$ cat src/logic/status_pkg.sv
package status_pkg;

  // module clock
  localparam int unsigned CLK_HZ          = 25_000_000;
  localparam int unsigned CYC_PER_MS      = CLK_HZ / 1000;

  // flashing lamps: full blink period in ms, toggled every half period
  localparam int unsigned BLINK_PERIOD_MS = 1000;
  localparam int unsigned BLINK_HALF_CYC  = CYC_PER_MS * BLINK_PERIOD_MS / 2;

  // idle reinitialisation of the serial ports
  localparam int unsigned REINIT_MS       = 1000;
  localparam int unsigned REINIT_CYC      = CYC_PER_MS * REINIT_MS;

  // power-up lamp cycling step
  localparam int unsigned TEST_STEP_MS    = 100;
  localparam int unsigned TEST_STEP_CYC   = CYC_PER_MS * TEST_STEP_MS;

  // station number limits
  localparam logic [7:0]  STATION_MAX_NATIVE = 8'h5A;  // 90
  localparam logic [7:0]  STATION_MAX_RTP    = 8'hF7;  // 247

  // register offsets (byte addresses)
  localparam int unsigned ADDR_W          = 4;
  localparam logic [3:0]  CFG_OFS         = 4'h0;
  localparam logic [3:0]  STAT_OFS        = 4'h4;
  localparam logic [3:0]  IRQ_STAT_OFS    = 4'h8;
  localparam logic [3:0]  IRQ_MASK_OFS    = 4'hC;

  // configuration register layout
  localparam int unsigned CFG_STATION_LSB = 0;
  localparam int unsigned CFG_ROLE_LSB    = 8;
  localparam int unsigned CFG_RTP_BIT     = 10;
  localparam logic [10:0] CFG_RST         = 11'h000;

  // interrupt status / mask bits
  localparam int unsigned IRQ_W           = 5;
  localparam int unsigned IRQ_HWFAIL      = 0;
  localparam int unsigned IRQ_INVALID     = 1;
  localparam int unsigned IRQ_LINKFAIL    = 2;
  localparam int unsigned IRQ_SERERR      = 3;
  localparam int unsigned IRQ_RESTORE     = 4;

  typedef enum logic [1:0] {
    ROLE_MASTER = 2'h0,
    ROLE_SLAVE  = 2'h1,
    ROLE_PEER   = 2'h2,
    ROLE_BAD    = 2'h3
  } role_t;

  typedef enum logic [1:0] {
    CAUSE_RAM   = 2'h0,
    CAUSE_USART = 2'h1,
    CAUSE_PROM  = 2'h2,
    CAUSE_CPU   = 2'h3
  } cause_t;

  typedef enum logic [4:0] {
    ST_TEST     = 5'h01,
    ST_RUN      = 5'h02,
    ST_INVALID  = 5'h04,
    ST_HWFAIL   = 5'h08,
    ST_LINKFAIL = 5'h10
  } state_t;

  // lamp patterns, order {health, first diag, data, second diag}
  localparam logic [3:0]  PAT_ALL_ON      = 4'hF;
  localparam logic [3:0]  PAT_RAM         = 4'h7;
  localparam logic [3:0]  PAT_USART       = 4'hB;
  localparam logic [3:0]  PAT_PROM        = 4'h3;
  localparam logic [3:0]  PAT_CPU         = 4'hD;

endpackage

$ cat src/logic/tick_gen.sv
`timescale 1ns/1ps
module tick_gen #(
  parameter int unsigned PERIOD = 4
) (
  input  wire logic clk_sys,
  input  wire logic rst,
  input  wire logic clr,
  output logic      tick
);

  localparam int unsigned W = (PERIOD > 1) ? $clog2(PERIOD) : 1;
  localparam logic [W-1:0] LAST = W'(PERIOD - 1);

  logic [W-1:0] count_r;

  assign tick = (count_r == LAST) && !clr;

  always_ff @(posedge clk_sys) begin
    if (rst || clr || count_r == LAST) begin
      count_r <= '0;
    end else begin
      count_r <= count_r + W'(1);
    end
  end

endmodule

$ cat src/logic/module_status_indicators.sv
`timescale 1ns/1ps
// Function
// - health lamp steady after good self-check
// - flash on bad config or native slave station
// - remote protocol station zero or over 247 flashes
// - invalid setup cleared only by power-up
// - health dark on test fail or processor loss
// - switch toggle shows error-cause lamp pattern
// - hardware failure stops module until power-up
// - later processor loss darkens health and data
// - health relights when processor link returns; data too if no serial error stands
// - diag lamps cycle at power-up, then on
// - data lamp on, flashing while sending
// - data lamp dark on receive or block errors
// - data lamp relit by good session or power-up
// - master and peers start while no serial error stands; slaves never unsolicited
// - remote protocol mode forces slave operation
// - idle serial reinit once per second, reread config
module module_status_indicators
  import status_pkg::*;
#(
  parameter int unsigned BLINK_HALF = BLINK_HALF_CYC,
  parameter int unsigned REINIT_PER = REINIT_CYC,
  parameter int unsigned TEST_STEP  = TEST_STEP_CYC
) (
  input  wire logic              clk_sys,
  input  wire logic              rst,
  input  wire logic [ADDR_W-1:0] reg_addr,
  input  wire logic [31:0]       reg_wdata,
  input  wire logic              reg_wr,
  input  wire logic              reg_rd,
  output logic      [31:0]       reg_rdata,
  input  wire logic              selftest_done,
  input  wire logic              selftest_fail,
  input  wire logic [1:0]        selftest_cause,
  input  wire logic              cpu_link_ok,
  input  wire logic              switch_a,
  input  wire logic              switch_b,
  input  wire logic              tx_active,
  input  wire logic              rx_parity_err,
  input  wire logic              rx_overrun_err,
  input  wire logic              rx_framing_err,
  input  wire logic              bad_header,
  input  wire logic              bad_block,
  input  wire logic              bad_control,
  input  wire logic              bad_checksum,
  input  wire logic              session_ok,
  input  wire logic              busy,
  input  wire logic              solicited,
  output logic                   health_lamp,
  output logic                   first_diag_lamp,
  output logic                   data_lamp,
  output logic                   second_diag_lamp,
  output logic                   operating,
  output logic                   tx_permit,
  output logic                   reinit_pulse,
  output logic      [7:0]        station_number,
  output logic      [1:0]        link_role,
  output logic                   remote_terminal_protocol_mode,
  output logic                   irq
);

  function automatic logic station_bad(input logic [7:0] stn, input logic rtp, input logic [1:0] role);
    logic bad;
    bad = 1'b0;
    if (rtp) begin
      bad = (stn == 8'h00) || (stn > STATION_MAX_RTP);
    end else if (role == ROLE_SLAVE) begin
      bad = (stn == 8'h00) || (stn > STATION_MAX_NATIVE);
    end
    return bad;
  endfunction
  function automatic logic [3:0] cause_pattern(input logic [1:0] cause);
    logic [3:0] pat;
    pat = PAT_CPU;
    unique case (cause)
      CAUSE_RAM:   pat = PAT_RAM;
      CAUSE_USART: pat = PAT_USART;
      CAUSE_PROM:  pat = PAT_PROM;
      CAUSE_CPU:   pat = PAT_CPU;
    endcase
    return pat;
  endfunction

  state_t            state_r;
  state_t            state_nxt;
  logic [10:0]       cfg_r;
  logic [10:0]       act_cfg_r;
  logic [1:0]        cause_r;
  logic              show_cause_r;
  logic              sw_a_r;
  logic              sw_b_r;
  logic              serial_ok_r;
  logic              blink_r;
  logic [1:0]        step_r;
  logic [3:0]        lamps_r;
  logic [3:0]        lamps_nxt;
  logic [IRQ_W-1:0]  irq_stat_r;
  logic [IRQ_W-1:0]  irq_mask_r;
  logic [IRQ_W-1:0]  irq_ev;
  logic              reinit_r;
  logic              blink_tick;
  logic              step_tick;
  logic              reinit_tick;
  logic              toggle;
  logic              serial_err;
  logic              cfg_bad;
  logic              act_rtp;
  logic [1:0]        act_role;

  // blink divider runs free so every flashing lamp shares one phase
  tick_gen #(.PERIOD(BLINK_HALF)) u_blink (
    .clk_sys (clk_sys), .rst (rst), .clr (1'b0), .tick (blink_tick)
  );
  tick_gen #(.PERIOD(TEST_STEP)) u_step (
    .clk_sys (clk_sys), .rst (rst), .clr (state_r != ST_TEST), .tick (step_tick)
  );
  // busy restarts the idle second; tx_active, errors and session ends do not
  tick_gen #(.PERIOD(REINIT_PER)) u_reinit (
    .clk_sys (clk_sys), .rst (rst), .clr (busy || state_r != ST_RUN), .tick (reinit_tick)
  );

  assign toggle     = (switch_a ^ sw_a_r) || (switch_b ^ sw_b_r);
  assign serial_err = rx_parity_err || rx_overrun_err || rx_framing_err ||
                      bad_header || bad_block || bad_control || bad_checksum;
  assign act_rtp    = act_cfg_r[CFG_RTP_BIT];
  assign act_role   = act_rtp ? ROLE_SLAVE : act_cfg_r[CFG_ROLE_LSB +: 2];
  assign cfg_bad    = (cfg_r[CFG_ROLE_LSB +: 2] == ROLE_BAD && !cfg_r[CFG_RTP_BIT]) ||
                      station_bad(cfg_r[CFG_STATION_LSB +: 8], cfg_r[CFG_RTP_BIT],
                                  cfg_r[CFG_ROLE_LSB +: 2]);

  always_comb begin
    state_nxt = state_r;
    unique case (state_r)
      ST_TEST: begin
        if (selftest_done) begin
          if (selftest_fail || !cpu_link_ok) begin
            state_nxt = ST_HWFAIL;
          end else if (cfg_bad) begin
            state_nxt = ST_INVALID;
          end else begin
            state_nxt = ST_RUN;
          end
        end
      end
      ST_RUN: begin
        if (!cpu_link_ok) begin
          state_nxt = ST_LINKFAIL;
        end
      end
      ST_LINKFAIL: begin
        if (cpu_link_ok) begin
          state_nxt = ST_RUN;
        end
      end
      ST_INVALID: state_nxt = ST_INVALID;
      ST_HWFAIL:  state_nxt = ST_HWFAIL;
      default:    state_nxt = ST_TEST;
    endcase
  end

  always_ff @(posedge clk_sys) begin
    if (rst) begin
      state_r <= ST_TEST;
    end else begin
      state_r <= state_nxt;
    end
  end

  // cause held from the end of the power-up test; cpu loss there counts as major
  always_ff @(posedge clk_sys) begin
    if (rst) begin
      cause_r <= CAUSE_RAM;
    end else if (state_r == ST_TEST && selftest_done) begin
      cause_r <= selftest_fail ? selftest_cause : CAUSE_CPU;
    end
  end

  // no reset: a switch left up across reset must not read as a toggle
  always_ff @(posedge clk_sys) begin
    sw_a_r <= switch_a;
    sw_b_r <= switch_b;
  end

  // later processor loss never reaches here, so no pattern is offered for it
  always_ff @(posedge clk_sys) begin
    if (rst) begin
      show_cause_r <= 1'b0;
    end else if (state_r == ST_HWFAIL && toggle) begin
      show_cause_r <= ~show_cause_r;
    end
  end
  always_ff @(posedge clk_sys) begin
    if (rst) begin
      blink_r <= 1'b0;
    end else if (blink_tick) begin
      blink_r <= ~blink_r;
    end
  end
  always_ff @(posedge clk_sys) begin
    if (rst) begin
      step_r <= 2'h0;
    end else if (step_tick) begin
      step_r <= step_r + 2'h1;
    end
  end

  // error wins over a session end in the same cycle: the session was not clean
  always_ff @(posedge clk_sys) begin
    if (rst) begin
      serial_ok_r <= 1'b1;
    end else if (serial_err) begin
      serial_ok_r <= 1'b0;
    end else if (session_ok) begin
      serial_ok_r <= 1'b1;
    end
  end

  always_comb begin
    lamps_nxt = 4'h0;
    unique case (state_r)
      ST_TEST:     lamps_nxt = {step_r[1], step_r[0], ~step_r[1], ~step_r[0]};
      ST_RUN:      lamps_nxt = {1'b1, 1'b1,
                                serial_ok_r && (!tx_active || blink_r), 1'b1};
      ST_INVALID:  lamps_nxt = {blink_r, 1'b1, 1'b0, 1'b1};
      ST_HWFAIL:   lamps_nxt = show_cause_r ? cause_pattern(cause_r) : 4'h0;
      ST_LINKFAIL: lamps_nxt = {1'b0, 1'b1, 1'b0, 1'b1};
      default:     lamps_nxt = 4'h0;
    endcase
  end
  always_ff @(posedge clk_sys) begin
    if (rst) begin
      lamps_r <= 4'h0;
    end else begin
      lamps_r <= lamps_nxt;
    end
  end

  assign health_lamp      = lamps_r[3];
  assign first_diag_lamp  = lamps_r[2];
  assign data_lamp        = lamps_r[1];
  assign second_diag_lamp = lamps_r[0];
  assign operating        = (state_r == ST_RUN);
  // serial setup reread at test end and at each idle second
  always_ff @(posedge clk_sys) begin
    if (rst) begin
      act_cfg_r <= CFG_RST;
    end else if ((state_r == ST_TEST && selftest_done) || reinit_tick) begin
      act_cfg_r <= cfg_r;
    end
  end
  always_ff @(posedge clk_sys) begin
    if (rst) begin
      reinit_r <= 1'b0;
    end else begin
      reinit_r <= reinit_tick && !busy;
    end
  end

  assign reinit_pulse                  = reinit_r;
  assign station_number                = act_cfg_r[CFG_STATION_LSB +: 8];
  assign link_role                     = act_role;
  assign remote_terminal_protocol_mode = act_rtp;

  // peers on a two-station link may both open while serial_ok_r is set; slaves only answer
  assign tx_permit = operating && serial_ok_r ?
                     ((act_role == ROLE_MASTER) || (act_role == ROLE_PEER) || solicited) :
                     (operating && solicited);

  always_ff @(posedge clk_sys) begin
    if (rst) begin
      cfg_r <= CFG_RST;
    end else if (reg_wr && reg_addr == CFG_OFS) begin
      cfg_r <= reg_wdata[10:0];
    end
  end
  assign irq_ev[IRQ_HWFAIL]   = (state_r != ST_HWFAIL) && (state_nxt == ST_HWFAIL);
  assign irq_ev[IRQ_INVALID]  = (state_r != ST_INVALID) && (state_nxt == ST_INVALID);
  assign irq_ev[IRQ_LINKFAIL] = (state_r == ST_RUN) && (state_nxt == ST_LINKFAIL);
  assign irq_ev[IRQ_SERERR]   = serial_err && serial_ok_r;
  assign irq_ev[IRQ_RESTORE]  = (state_r == ST_LINKFAIL) && (state_nxt == ST_RUN);

  // a new event wins over a write-one-to-clear in the same cycle
  always_ff @(posedge clk_sys) begin
    if (rst) begin
      irq_stat_r <= '0;
    end else if (reg_wr && reg_addr == IRQ_STAT_OFS) begin
      irq_stat_r <= (irq_stat_r & ~reg_wdata[IRQ_W-1:0]) | irq_ev;
    end else begin
      irq_stat_r <= irq_stat_r | irq_ev;
    end
  end

  always_ff @(posedge clk_sys) begin
    if (rst) begin
      irq_mask_r <= '0;
    end else if (reg_wr && reg_addr == IRQ_MASK_OFS) begin
      irq_mask_r <= reg_wdata[IRQ_W-1:0];
    end
  end
  assign irq = |(irq_stat_r & irq_mask_r);
  always_ff @(posedge clk_sys) begin
    if (rst || !reg_rd) begin
      reg_rdata <= 32'h0000_0000;
    end else begin
      unique case (reg_addr)
        CFG_OFS:      reg_rdata <= {21'h0, cfg_r};
        STAT_OFS:     reg_rdata <= {19'h0, show_cause_r, serial_ok_r, cause_r, lamps_r, state_r};
        IRQ_STAT_OFS: reg_rdata <= {27'h0, irq_stat_r};
        IRQ_MASK_OFS: reg_rdata <= {27'h0, irq_mask_r};
        default:      reg_rdata <= 32'h0000_0000;
      endcase
    end
  end

  a_run_health_lit: assert property (
    @(posedge clk_sys) disable iff (rst) (state_r == ST_RUN) |=> health_lamp)
    else $error("health lamp dark while running");
  a_invalid_flash: assert property (
    @(posedge clk_sys) disable iff (rst)
    (state_r == ST_INVALID) |=> (health_lamp == $past(blink_r)))
    else $error("health lamp not following blink in invalid setup");
  a_rtp_station_bad: assert property (
    @(posedge clk_sys) disable iff (rst)
    (state_r == ST_TEST && selftest_done && !selftest_fail && cpu_link_ok && cfg_r[CFG_RTP_BIT] &&
     (cfg_r[7:0] == 8'h00 || cfg_r[7:0] > 8'hF7)) |=> (state_r == ST_INVALID))
    else $error("bad remote station number accepted");
  a_invalid_sticky: assert property (
    @(posedge clk_sys) disable iff (rst) (state_r == ST_INVALID) |=> (state_r == ST_INVALID))
    else $error("invalid setup left without power-up");
  a_fail_dark: assert property (
    @(posedge clk_sys) disable iff (rst)
    (state_r == ST_TEST && selftest_done && selftest_fail) |=> ##1 !health_lamp)
    else $error("health lamp lit after failed test");
  a_cause_shown: assert property (
    @(posedge clk_sys) disable iff (rst)
    (state_r == ST_HWFAIL && !show_cause_r && toggle) |=> ##1
    ({health_lamp, first_diag_lamp, data_lamp, second_diag_lamp} == cause_pattern(cause_r)))
    else $error("error-cause pattern not shown after toggle");
  a_hwfail_stop: assert property (
    @(posedge clk_sys) disable iff (rst) (state_r == ST_HWFAIL) |-> !operating ##1 (state_r == ST_HWFAIL))
    else $error("module recovered from hardware failure");
  a_linkfail_dark: assert property (
    @(posedge clk_sys) disable iff (rst)
    (state_r == ST_RUN && !cpu_link_ok) |=> ##1 (!health_lamp && !data_lamp && !show_cause_r))
    else $error("lamps lit after processor link loss");
  a_link_back: assert property (
    @(posedge clk_sys) disable iff (rst)
    (state_r == ST_LINKFAIL && cpu_link_ok) |=> (state_r == ST_RUN) ##1 health_lamp)
    else $error("no relight after processor link return");
  a_serial_err_dark: assert property (
    @(posedge clk_sys) disable iff (rst)
    (state_r == ST_RUN && serial_err && cpu_link_ok) |=> ##1 !data_lamp)
    else $error("data lamp lit after serial error");
  a_slave_quiet: assert property (
    @(posedge clk_sys) disable iff (rst) (tx_permit && act_role == ROLE_SLAVE) |-> solicited)
    else $error("slave permitted unsolicited transmit");
  a_rtp_is_slave: assert property (
    @(posedge clk_sys) disable iff (rst)
    remote_terminal_protocol_mode |-> (link_role == ROLE_SLAVE) && (!tx_permit || solicited))
    else $error("remote protocol mode not slave");
  a_reinit_idle: assert property (
    @(posedge clk_sys) disable iff (rst) reinit_pulse |-> $past(!busy) && (state_r == ST_RUN || $past(state_r) == ST_RUN))
    else $error("reinit while busy");

endmodule

$ cat config.mk
export PLATFORM = sky130hd
export DESIGN_NAME = module_status_indicators
export DESIGN_NICKNAME = d
export VERILOG_FILES = /design/src/logic/status_pkg.sv /design/src/logic/tick_gen.sv /design/src/logic/module_status_indicators.sv
export SDC_FILE = /design/constraint.sdc
export NUM_CORES = 1
export LEC_CHECK = 0
export ABC_AREA = 1
export BUFFER_PORTS_ARGS = -buffer_cell sky130_fd_sc_hd__buf_2
export CAP_MARGIN = 30
export CORE_ASPECT_RATIO = 0.9
export CORE_MARGIN = 3
export CORE_UTILIZATION = 55
export DETAILED_ROUTE_END_ITERATION = 10
export MAX_ROUTING_LAYER = met4
export PLACE_DENSITY_LB_ADDON = 0.3
export SYNTH_ARGS = -nofsm -noshare
export SYNTH_HDL_FRONTEND = slang
export SYNTH_HIERARCHICAL = 1
export SYNTH_SLANG_ARGS = --single-unit
$ cat constraint.sdc
create_clock -name clk_sys -period 4.1 [get_ports clk_sys]
set_input_delay 0.82 -clock clk_sys [delete_from_list [all_inputs] [get_ports clk_sys]]
set_output_delay 0.82 -clock clk_sys [all_outputs]
set_load 0.01 [all_outputs]
==> Word level (Yosys, flattened, before mapping) <==
Cells that the tools add are included.
{ "totals": {"reg_bits": 154, "latchBits": 0, "ramBits": 0, "mem_bits_ro": 0, "in_bits": 58, "output_inout_bits": 51, "memories": 0} }
{ "classes": {"add_sub_neg": 4, "n_mul": 0, "div": 0, "order_cmp": 2, "eq_ne": 25, "shift": 0, "n_mux": 18, "n_bitwise": 11, "n_reduce_logical": 52} }
{ "op_table": {"columns": ["op", "count"], "rows": [
  ["13-bit case mux with 4 select lines", 1],
  ["25-bit by 1-bit adder with 25-bit output (second input constant)", 1],
  ["25-bit == test (second input constant)", 1],
  ["5-bit case mux with 5 select lines", 1],
  ["24-bit by 1-bit adder with 24-bit output (second input constant)", 1],
  ["24-bit == test (second input constant)", 1],
  ["22-bit by 1-bit adder with 22-bit output (second input constant)", 1],
  ["22-bit == test (second input constant)", 1],
  ["1-bit logical OR", 22],
  ["5-bit 2-to-1 mux", 4],
  ["4-bit case mux with 5 select lines", 1],
  ["1-bit logical AND", 17],
  ["4-bit case mux with 4 select lines", 1],
  ["5-bit AND", 2],
  ["5-bit by 2-bit == test with 1-bit output (second input constant)", 2],
  ["5-bit by 3-bit == test with 1-bit output (second input constant)", 2],
  ["5-bit by 4-bit == test with 1-bit output (second input constant)", 2],
  ["5-bit == test (second input constant)", 2],
  ["5-bit bitwise OR", 2],
  ["2-bit == test (second input constant)", 4],
  ["4-bit == test (second input constant)", 2],
  ["8-bit by 7-bit greater-than comparator with 1-bit output (second input constant)", 1],
  ["8-bit greater-than comparator (second input constant)", 1],
  ["8-bit logical NOT", 1],
  ["20 further kinds", 38]
]} }

==> Longest topological paths before layout <==
Gate-level depths: netlist of the first run.
{ "depth": {"depth_word": 13, "depth_mapped": 12, "mapped_depth_nobuf": 11} }

==> By module <==
Netlist of the first run, hierarchy kept.
{ "by_module_without_submodules": {"columns": ["mod", "n_inst", "cells_each", "area_per_inst_um2"], "rows": [
  ["module_status_indicators", 1, 375, 2937.8],
  ["tick_gen at u_reinit", 1, 214, 1387.6],
  ["tick_gen at u_blink", 1, 183, 1365.1],
  ["tick_gen at u_step", 1, 174, 1189.9]
]} }

==> Least setup slack after synthesis of the first run <==
No wires, ideal clock.
{ "synth_timing": {"path_kind": "input -> register", "from": "in busy", "to": "reg act_cfg_r[6]", "setup_ns": 0.066, "t_arrival_ns": 1.827, "setup_slack_ns": 2.207, "stages": 7, "path_buffers": 1, "path_cell_list": "or2_2 > nor2_1 > nor2_8 > inv_8 > buf_12 > o21ai_2 > a21oi_2"} }
{ "synth_between": {"elab_chain_len": 4} }
{ "synth_rtl": {"columns": ["item", "line", "source"], "rows": [
  ["start, declared", "module_status_indicators.sv:48", "input wire logic busy,"],
  ["1-bit logical OR", "module_status_indicators.sv:120", ".clk_sys (clk_sys), .rst (rst), .clr (busy || state_r != ST_RUN), .tick (reinit_tick)"],
  ["1-bit logical NOT", "tick_gen.sv:16", "assign tick = (count_r == LAST) && !clr;"],
  ["1-bit logical AND", "tick_gen.sv:16", null],
  ["named net reinit_tick", "module_status_indicators.sv:104", "logic reinit_tick;"],
  ["1-bit logical OR", "module_status_indicators.sv:248", "end else if ((state_r == ST_TEST && selftest_done) || reinit_tick) begin"],
  ["end signal, assigned", "module_status_indicators.sv:249", "act_cfg_r <= cfg_r;"],
  ["end, declared", "module_status_indicators.sv:88", "logic [10:0] act_cfg_r;"]
]} }
The timed path passes the listed nets, and every way through them passes these cells.
A chain may end at the register's enable or synchronous reset.

==> Final worst setup path of the first run <==
{ "layout_timing": {"from": "reg state_r[2]", "to": "out operating"} }
{ "layout_between": {"elab_chain_len": 1} }
{ "layout_rtl": {"columns": ["item", "line", "source"], "rows": [
  ["start, declared", "module_status_indicators.sv:85", "state_t state_r;"],
  ["start signal, assigned", "module_status_indicators.sv:166", "state_r <= state_nxt;"],
  ["5-bit by 2-bit == test with 1-bit output", "module_status_indicators.sv:243", "assign operating = (state_r == ST_RUN);"],
  ["end, declared", "module_status_indicators.sv:54", "output logic operating,"]
]} }
No other way between the ends.

==> results list, run 1 <==
- The detailed router placed 5,967 vias in this run.
- Number of enable-type register cells in the synthesized netlist: 0
- Synth cell types: 44
- Hold_buf cts: 0
- Number of DRC markers after the initial detailed-route iteration: 556
- The worst setup path is launched from a flop.
- Clock transition at path regs: 0.06 ns
- The via count of the first global-routing pass came to 5,521.
* Maximum vdd drop: between 0.4 and 0.5 mV
* Final period utilization: 0.595
- The tool flagged a number of max-cap violations equal to 0.
* Number of pins exceeding their max-slew limit in the final report: 0
- Power, Total: 0.00310 W
- Of the total power, the share spent switching nets is 0.228.
* Die area: 0.0139 mm^2
- The HPWL after detailed placement is 10.5 mm.
- In this run the tightest slew margin relative to its limit is 0.489.
- Final antenna-violating net count: 0
- Clock latency on the worst-skew pair, taken at its later pin, is 0.42 ns.
- Reg-to-Reg End: act_cfg_r[5]$_SDFFE_PP0P_
- In the final routed layout, each cell accounts on average for 12.4 um.
* Worst-Margin Slew: 0.764 ns
* RSZ-0062 raised after global routing: no
- The first global-routing pass estimated 24.7 mm of wire.
* IO buf count: between 60 and 70
- Combinational cell fraction of total power: 0.066
- Clk pwr share: 0.493
- Relative contribution of sequential cells to total power: 0.441
* Fraction of layout cells with a size suffix above 1: 0.178
- Number of antenna violations at the first check in global routing: 0
- The worst hold path terminates at u_step/count_r[0]$_SDFF_PP0_.
- Once layout is complete, the utilization of the core stands at 0.639.
- Of the post-synthesis cell area, the dominant cell type holds 0.393.
* First-pass detailed-route iteration total: 5
- Min Clock Period, post-route: 2.44 ns
- The core region is about 0.012 mm^2.
- In this run the core area contains 38 standard-cell rows.
- Wires add up to 14.6 mm.
- For this design, the sink count on the clock tree is 135.
- Across every metal layer, demand over resource in global routing totals 0.226.
- Entering global routing, the biggest net connects 34 pins.
* Worst endpoint required time: 3.28 ns
- In the post-synthesis netlist, the biggest area contributors are dfxtp_1, nand2_1, nor2_1.
* Arrival time of the worst setup path: roughly 1.6 ns
- Count of warnings emitted by yosys: 6
* Hold crit path type: flop to flop
* Number of clock buffers inserted by TritonCTS: 17
- Starting Density: 0.567
* Cell Area, Synth: 0.00688 mm^2
* Die outline width: 124 um
* Count of cells along the worst hold path: 1
- The largest total area in the synthesized netlist belongs to dfxtp_1.
* Net count reported at finish: 1,075
- TritonCTS built the clock tree.
- Setup violations remaining at the end of the flow were counted as 0.
* Count of cells along the worst register-to-register path: 8
- Power Internal: 0.00239 W
- Final hold violation count: 0
* Switching power of the nets: 0.000706 W
- Area added between synthesis and finish: 12.5%
- Setup Crit Path Kind: flop to primary output
- Type of element capturing the critical path: primary output
* Mapped Avg Cell Area: just over 7 um^2
- Using the TritonRoute via totals, the vias-per-cell ratio works out to 5.05.
* Synthesized instance count: 946
- Between clock sinks in the finished design, the worst skew comes to 0.0134 ns.
- The worst hold path begins at u_step/count_r[0]$_SDFF_PP0_.
* Max Freq: slightly above 400 MHz
* Number of levels in the clock H-tree: 4
- Overall overflow remaining after global route: 0
- Sequential cell area fraction in the yosys report: 0.393
- Number of cells upsized or downsized after cts: 0
- Power spread over the standard cell area amounts to about 400 mW/mm^2.
- Minimum setup slack in the final design: between 1.5 and 2 ns
* Aggregate negative setup slack: 0 ns
- The floorplan step set the die height to 112 um.
- The worst register-to-register path begins at state_r[2]$_SDFF_PP0_.
- Buffers inserted during post-CTS setup optimization: 0
* Worst-case register-to-register setup slack: about 2 ns
- DRC violations left: 0
* Ports placed on the boundary: 109
* Clock buffer depth: 2
- The run finished with clean final reports.
- The library cells used most frequently in the layout, excluding fill and tap cells, are nand2_1, dfxtp_1, nor2_1.
- CTS Root Cell: clkbuf_16
- At the placement stage, the worst setup path has a slack of about 1.6 ns.
- Commonest non-fill, non-tap cell in the layout: nand2_1
* Synth Register Bits: 135
- The repair_antennas step left the layout with diodes totalling 0.
* Prevailing post-synth register cell: dfxtp_1
- Leakage power: ~3.0 nW
* Fraction of registers with async set/reset: 0
* Critical Path Fanout Max: 5
* GP Congestion: 0.876
worst max path at each step:
stage                           from                   endpoint  slack (ns)
2_1_floorplan                   busy  act_cfg_r[6]$_SDFFE_PP0P_        2.21
3_3_place_gp             reg_addr[1]      cfg_r[7]$_SDFFE_PP0P_        1.66
3_5_place_dp             reg_addr[1]      cfg_r[8]$_SDFFE_PP0P_        1.62
4_1_cts        state_r[2]$_SDFF_PP0_                  operating        1.64
5_1_grt        state_r[4]$_SDFF_PP0_                  operating        1.53
6_report       state_r[2]$_SDFF_PP0_                  operating        1.66
flip-flops by register name, indices dropped and copies added (netlist names), 2 cells and up:
name / flops
state_r: 5
act_cfg_r: 11
irq_stat_r: 5
cfg_r: 11
u_step/count_r: 22
cause_r: 2
lamps_r: 4
u_blink/count_r: 24
u_reinit/count_r: 25
reg_rdata: 13
step_r: 2
irq_mask_r: 5
stage by stage:
stage	cell area, um^2	hold slack (ns)	cells
floorplan	6960	0.417	966
global placement	7160	0.430	1151
detailed placement	7160	0.439	1151
CTS	7740	0.447	1181
global route	7740	0.468	1181
finish	7740	0.446	1181
synthesized netlist by cell type (all sizes together) (3+ instances only):
| master | number |
|---|---|
| nand4 | 13 |
| xor2 | 17 |
| clkbuf | 6 |
| a211oi | 3 |
| buf | 38 |
| a21oi | 62 |
| nor2 | 181 |
| nand3 | 53 |
| nand3b | 3 |
| nand2 | 189 |
| or2 | 5 |
| o221ai | 3 |
| ha | 7 |
| dfxtp | 135 |
| o22ai | 18 |
| inv | 132 |
| xnor2 | 16 |
| o21ai | 47 |
| nor3 | 8 |
layer usage:
layer,up-vias,share of wire,global-route usage
met5,-,0,-
met4,0,0.014,0.0825
met3,19,0.070,0.0509
met2,190,0.46,0.349
met1,2681,0.45,0.290
li1,3077,-,-
power groups by stage:
stage / registers (W) / logic [W] / clock network [W]
2_1_floorplan: 0.00139 / 0.000176 / 0
3_3_place_gp: 0.00139 / 0.000202 / 0
3_5_place_dp: 0.00139 / 0.000204 / 0
4_1_cts: 0.00136 / 0.000207 / 0.00155
5_1_grt: 0.00137 / 0.000232 / 0.00161
6_report: 0.00136 / 0.000205 / 0.00153
cells by family after synthesis:
logic type	share of synthesized area
AO/OA/AOI/OAI	0.111
XOR/XNOR	0.0420
AND/OR/NAND/NOR	0.317
buffers and inverters	0.124
adder cells (fa/ha/maj)	0.0127
other	0.000545
flip-flops	0.393
critical path, stage by stage, from the launching register on:
cell and delay (ns):
dfxtp_1 0.35, nor2_4 0.16, nand4_1 0.27, inv_1 0.25
buf_2 0.17
area by class of cell:
class | count | area, um^2
clock inverter | 9 | 126
tap | 160 | 200
sequential | 135 | 2700
clock buffer | 21 | 460
inverter | 132 | 508
fill | 1133 | 4380
timing repair buffer | 69 | 348
multi-input combinational | 655 | 3400
Note: power is estimated with default switching activity, not from simulation.
==> run 2, diff against run 1 <==
- clock period: 4.1 -> 2.25 ns (I/O delays scaled with it)
==> run 2 against run 1 <==
First-iteration DRC count decreased by 11%. Power increased by 76%. Combinational power increased by 83%. Final cell count increased by 0.51%. Highest routed layer unchanged.
==> results list, run 2 (synthesis results as in run 1) <==
- Run status: complete, no violations
- Worst-Margin Slew: 0.500 ns (-0.264 ns)
* Buffers and inverters on the worst path: 3 (+1)
- The peak supply drop is 0.564 mV (+34%).
- The tree is rooted in a clkbuf_16.
- Maximum number of pins on one net before global-route repair: 34 (unchanged)
* Placement Setup Slack: 0.394 ns (-1.23 ns)
* Leakage power: 3.02 nW (-0.18%)
- The largest buffer count on any clock path is 2 (unchanged).
- Count of cells along the worst register-to-register path: 11 (+3)
* GP Congestion: 0.922 (+5.3%)
- Vias per cell: 4.93 (-2.5%)
* Clock Skew: 0.0110 ns (-0.00237 ns)
- Largest registers ranked by flip-flop count: u_reinit/count_r: 25 flops, u_blink/count_r: 24 flops, u_step/count_r: 22 flops
* Setup Crit Path Kind: flop to primary output
- The first-pass GRT wire length was 24.8 mm (+0.70%).
- The via count of the routed design came to 5,850 (-2.0%).
- Final antenna-violating net count: 0 (unchanged)
- Buffers inserted during post-CTS setup optimization: 0 (unchanged)
- For this run, the top clock speed supported by timing is 501 MHz.
* Net count reported at finish: 1,079 (+0.37%)
- The effective utilization at floorplan came to 0.567 (unchanged).
- Number of DRC markers after the initial detailed-route iteration: 496 (-11%)
* Critical Path Fanout Max: 4 (-1)
* Max capacitance violation total: 0 (unchanged)
- The total routed wirelength came to 14.6 mm (-0.10%).
- The number of detailed-route iterations in the first pass came to 5 (unchanged).
* Number of pins exceeding their max-slew limit in the final report: 0 (unchanged)
- Max stage delay cell, worst path: dfxtp_1
- The clock-pin slew on the worst setup and hold paths is 0.06 ns (about the same).
- Die outline width: 124 um (unchanged)
- Number of flip-flops under the largest register name: 25 (unchanged)
* Highest-count cells in the layout ignoring fill and taps: nand2_1, dfxtp_1, nor2_1
* WHS: 0.149 ns (-0.298 ns)
- The largest stage delay on the critical path came to 0.35 ns (about the same).
* Final core utilization: 0.639 (about the same)
- The number of gates resized after CTS was 0 (unchanged).
* Number of antenna violations at the first check in global routing: 0 (unchanged)
- Among cell families on the critical path, the largest total delay comes from buffers and inverters.
- Min Clock Period, post-route: between 1.5 and 2 ns
- Total power per unit cell area: 705 mW/mm^2 (+76%)
* Overall overflow remaining after global route: 0 (unchanged)
* Area of the core: 0.0121 mm^2 (unchanged)
- IO buf count: 68 (unchanged)
- The residual DRC count is 0 (unchanged).
- The latest clock arrival within the worst-skew pair came to 0.42 ns (about the same).
* Element type at the critical path start: flop
* Number of global-route vias before repair: 5,449 (-1.3%)
- The placed wire-length estimate is 10.5 mm (about the same).
- The critical path goes through nor2_4 > nand4_1 > buf_4 > inv_1 > buf_2.
* Type of element capturing the critical path: primary output
- Count of inserted antenna diode cells: 0 (unchanged)
* Arrival time of the worst setup path: 1.55 ns (-0.07 ns)
- More flip-flops sit in one register than any other, and that register is u_reinit/count_r.
- The path class of the tightest hold or removal check is input pin to flop.
- The average detailed-routed wire length per instance is 12.3 um (-0.61%).
* Number of clock buffers inserted by TritonCTS: 17 (unchanged)
- WP depth: 5 (+1)
* Relative slew margins: 0.666 (+0.177)
* Total setup violations reported at the end of the flow: 0 (unchanged)
* Fraction of layout cells with a size suffix above 1: 0.183 (+0.00480)
- The setup TNS is 0 ns (unchanged).
* Number of levels in the clock H-tree: 4 (unchanged)
* Total clock sinks: 135 (unchanged)
- Final period utilization: 0.888
- Std cell rows: 38 (unchanged)
- Minimum setup slack in the final design: 0.253 ns (-1.41 ns)
- Clock tree from TritonCTS: yes
- The worst endpoint required time was 1.80 ns (-1.48 ns).
- The worst hold path cell count came to 1 (unchanged).
- Setup repair after global routing left no endpoint under its margin.
- The final hold violation count came to 0 (unchanged).
- The total design power came to 0.00546 W (+76%).
- Die area: 0.0139 mm^2 (unchanged)
- Leaving out fill and tap cells, the most frequent cell in the layout is nand2_1.
* DIE HEIGHT: 112 um (unchanged)
- The hold buffer count at CTS is 0 (unchanged).
- Area added between synthesis and finish: 12.6% (about the same)
- The overall global routing resource usage was 0.229 (+0.00321).
- The top-level port count was 109 (unchanged).
## run 2: changes by cell type in the layout (fill, tap and decap cells not counted)
cell / before / now
clkinvlp_4: 1 / 4
clkinv_4: 1 / 3
buf_4: 1 / 5
clkinv_2: 4 / 3
bufinv_16: 3 / 1
## run 2: cell type report
type,count,area (um^2)
fill,1100,4380
multi-input combinational,655,3400
sequential,135,2700
inverter,132,508
clock buffer,21,460
timing repair buffer,73,378
tap,160,200
clock inverter,11,101
## run 2: path summary, 6_finish.rpt
| kind | start | to | slack (ns) |
|---|---|---|---|
| setup / recovery | state_r[2]$_SDFF_PP0_ | operating | 0.25 |
| hold / removal | switch_a | sw_a_r$_DFF_P_ | 0.15 |
| setup reg to reg | u_reinit/count_r[0]$_SDFF_PP0_ | act_cfg_r[5]$_SDFFE_PP0P_ | 0.37 |
| hold reg to reg | u_step/count_r[0]$_SDFF_PP0_ | u_step/count_r[0]$_SDFF_PP0_ | 0.44 |
## run 2: metal layers
layer	track usage	wire [um]
met2	0.359	6880
met3	0.0569	822
met5	-	0
met1	0.294	6730
met4	0.0657	146
## run 2: power breakdown
group	leakage [nW]	switching, W	internal [W]	total, W
Sequential	1.09	0.0000372	0.00245	0.00249
Combinational	1.66	0.000249	0.000126	0.000375
Clock	0.265	0.00103	0.00157	0.00260
## run 2: per-stage QoR
step,instances,cell area [um^2]
global route,1187,7750
detailed placement,1155,7190
floorplan,966,6960
finish,1187,7750
CTS,1187,7750
global placement,1155,7190
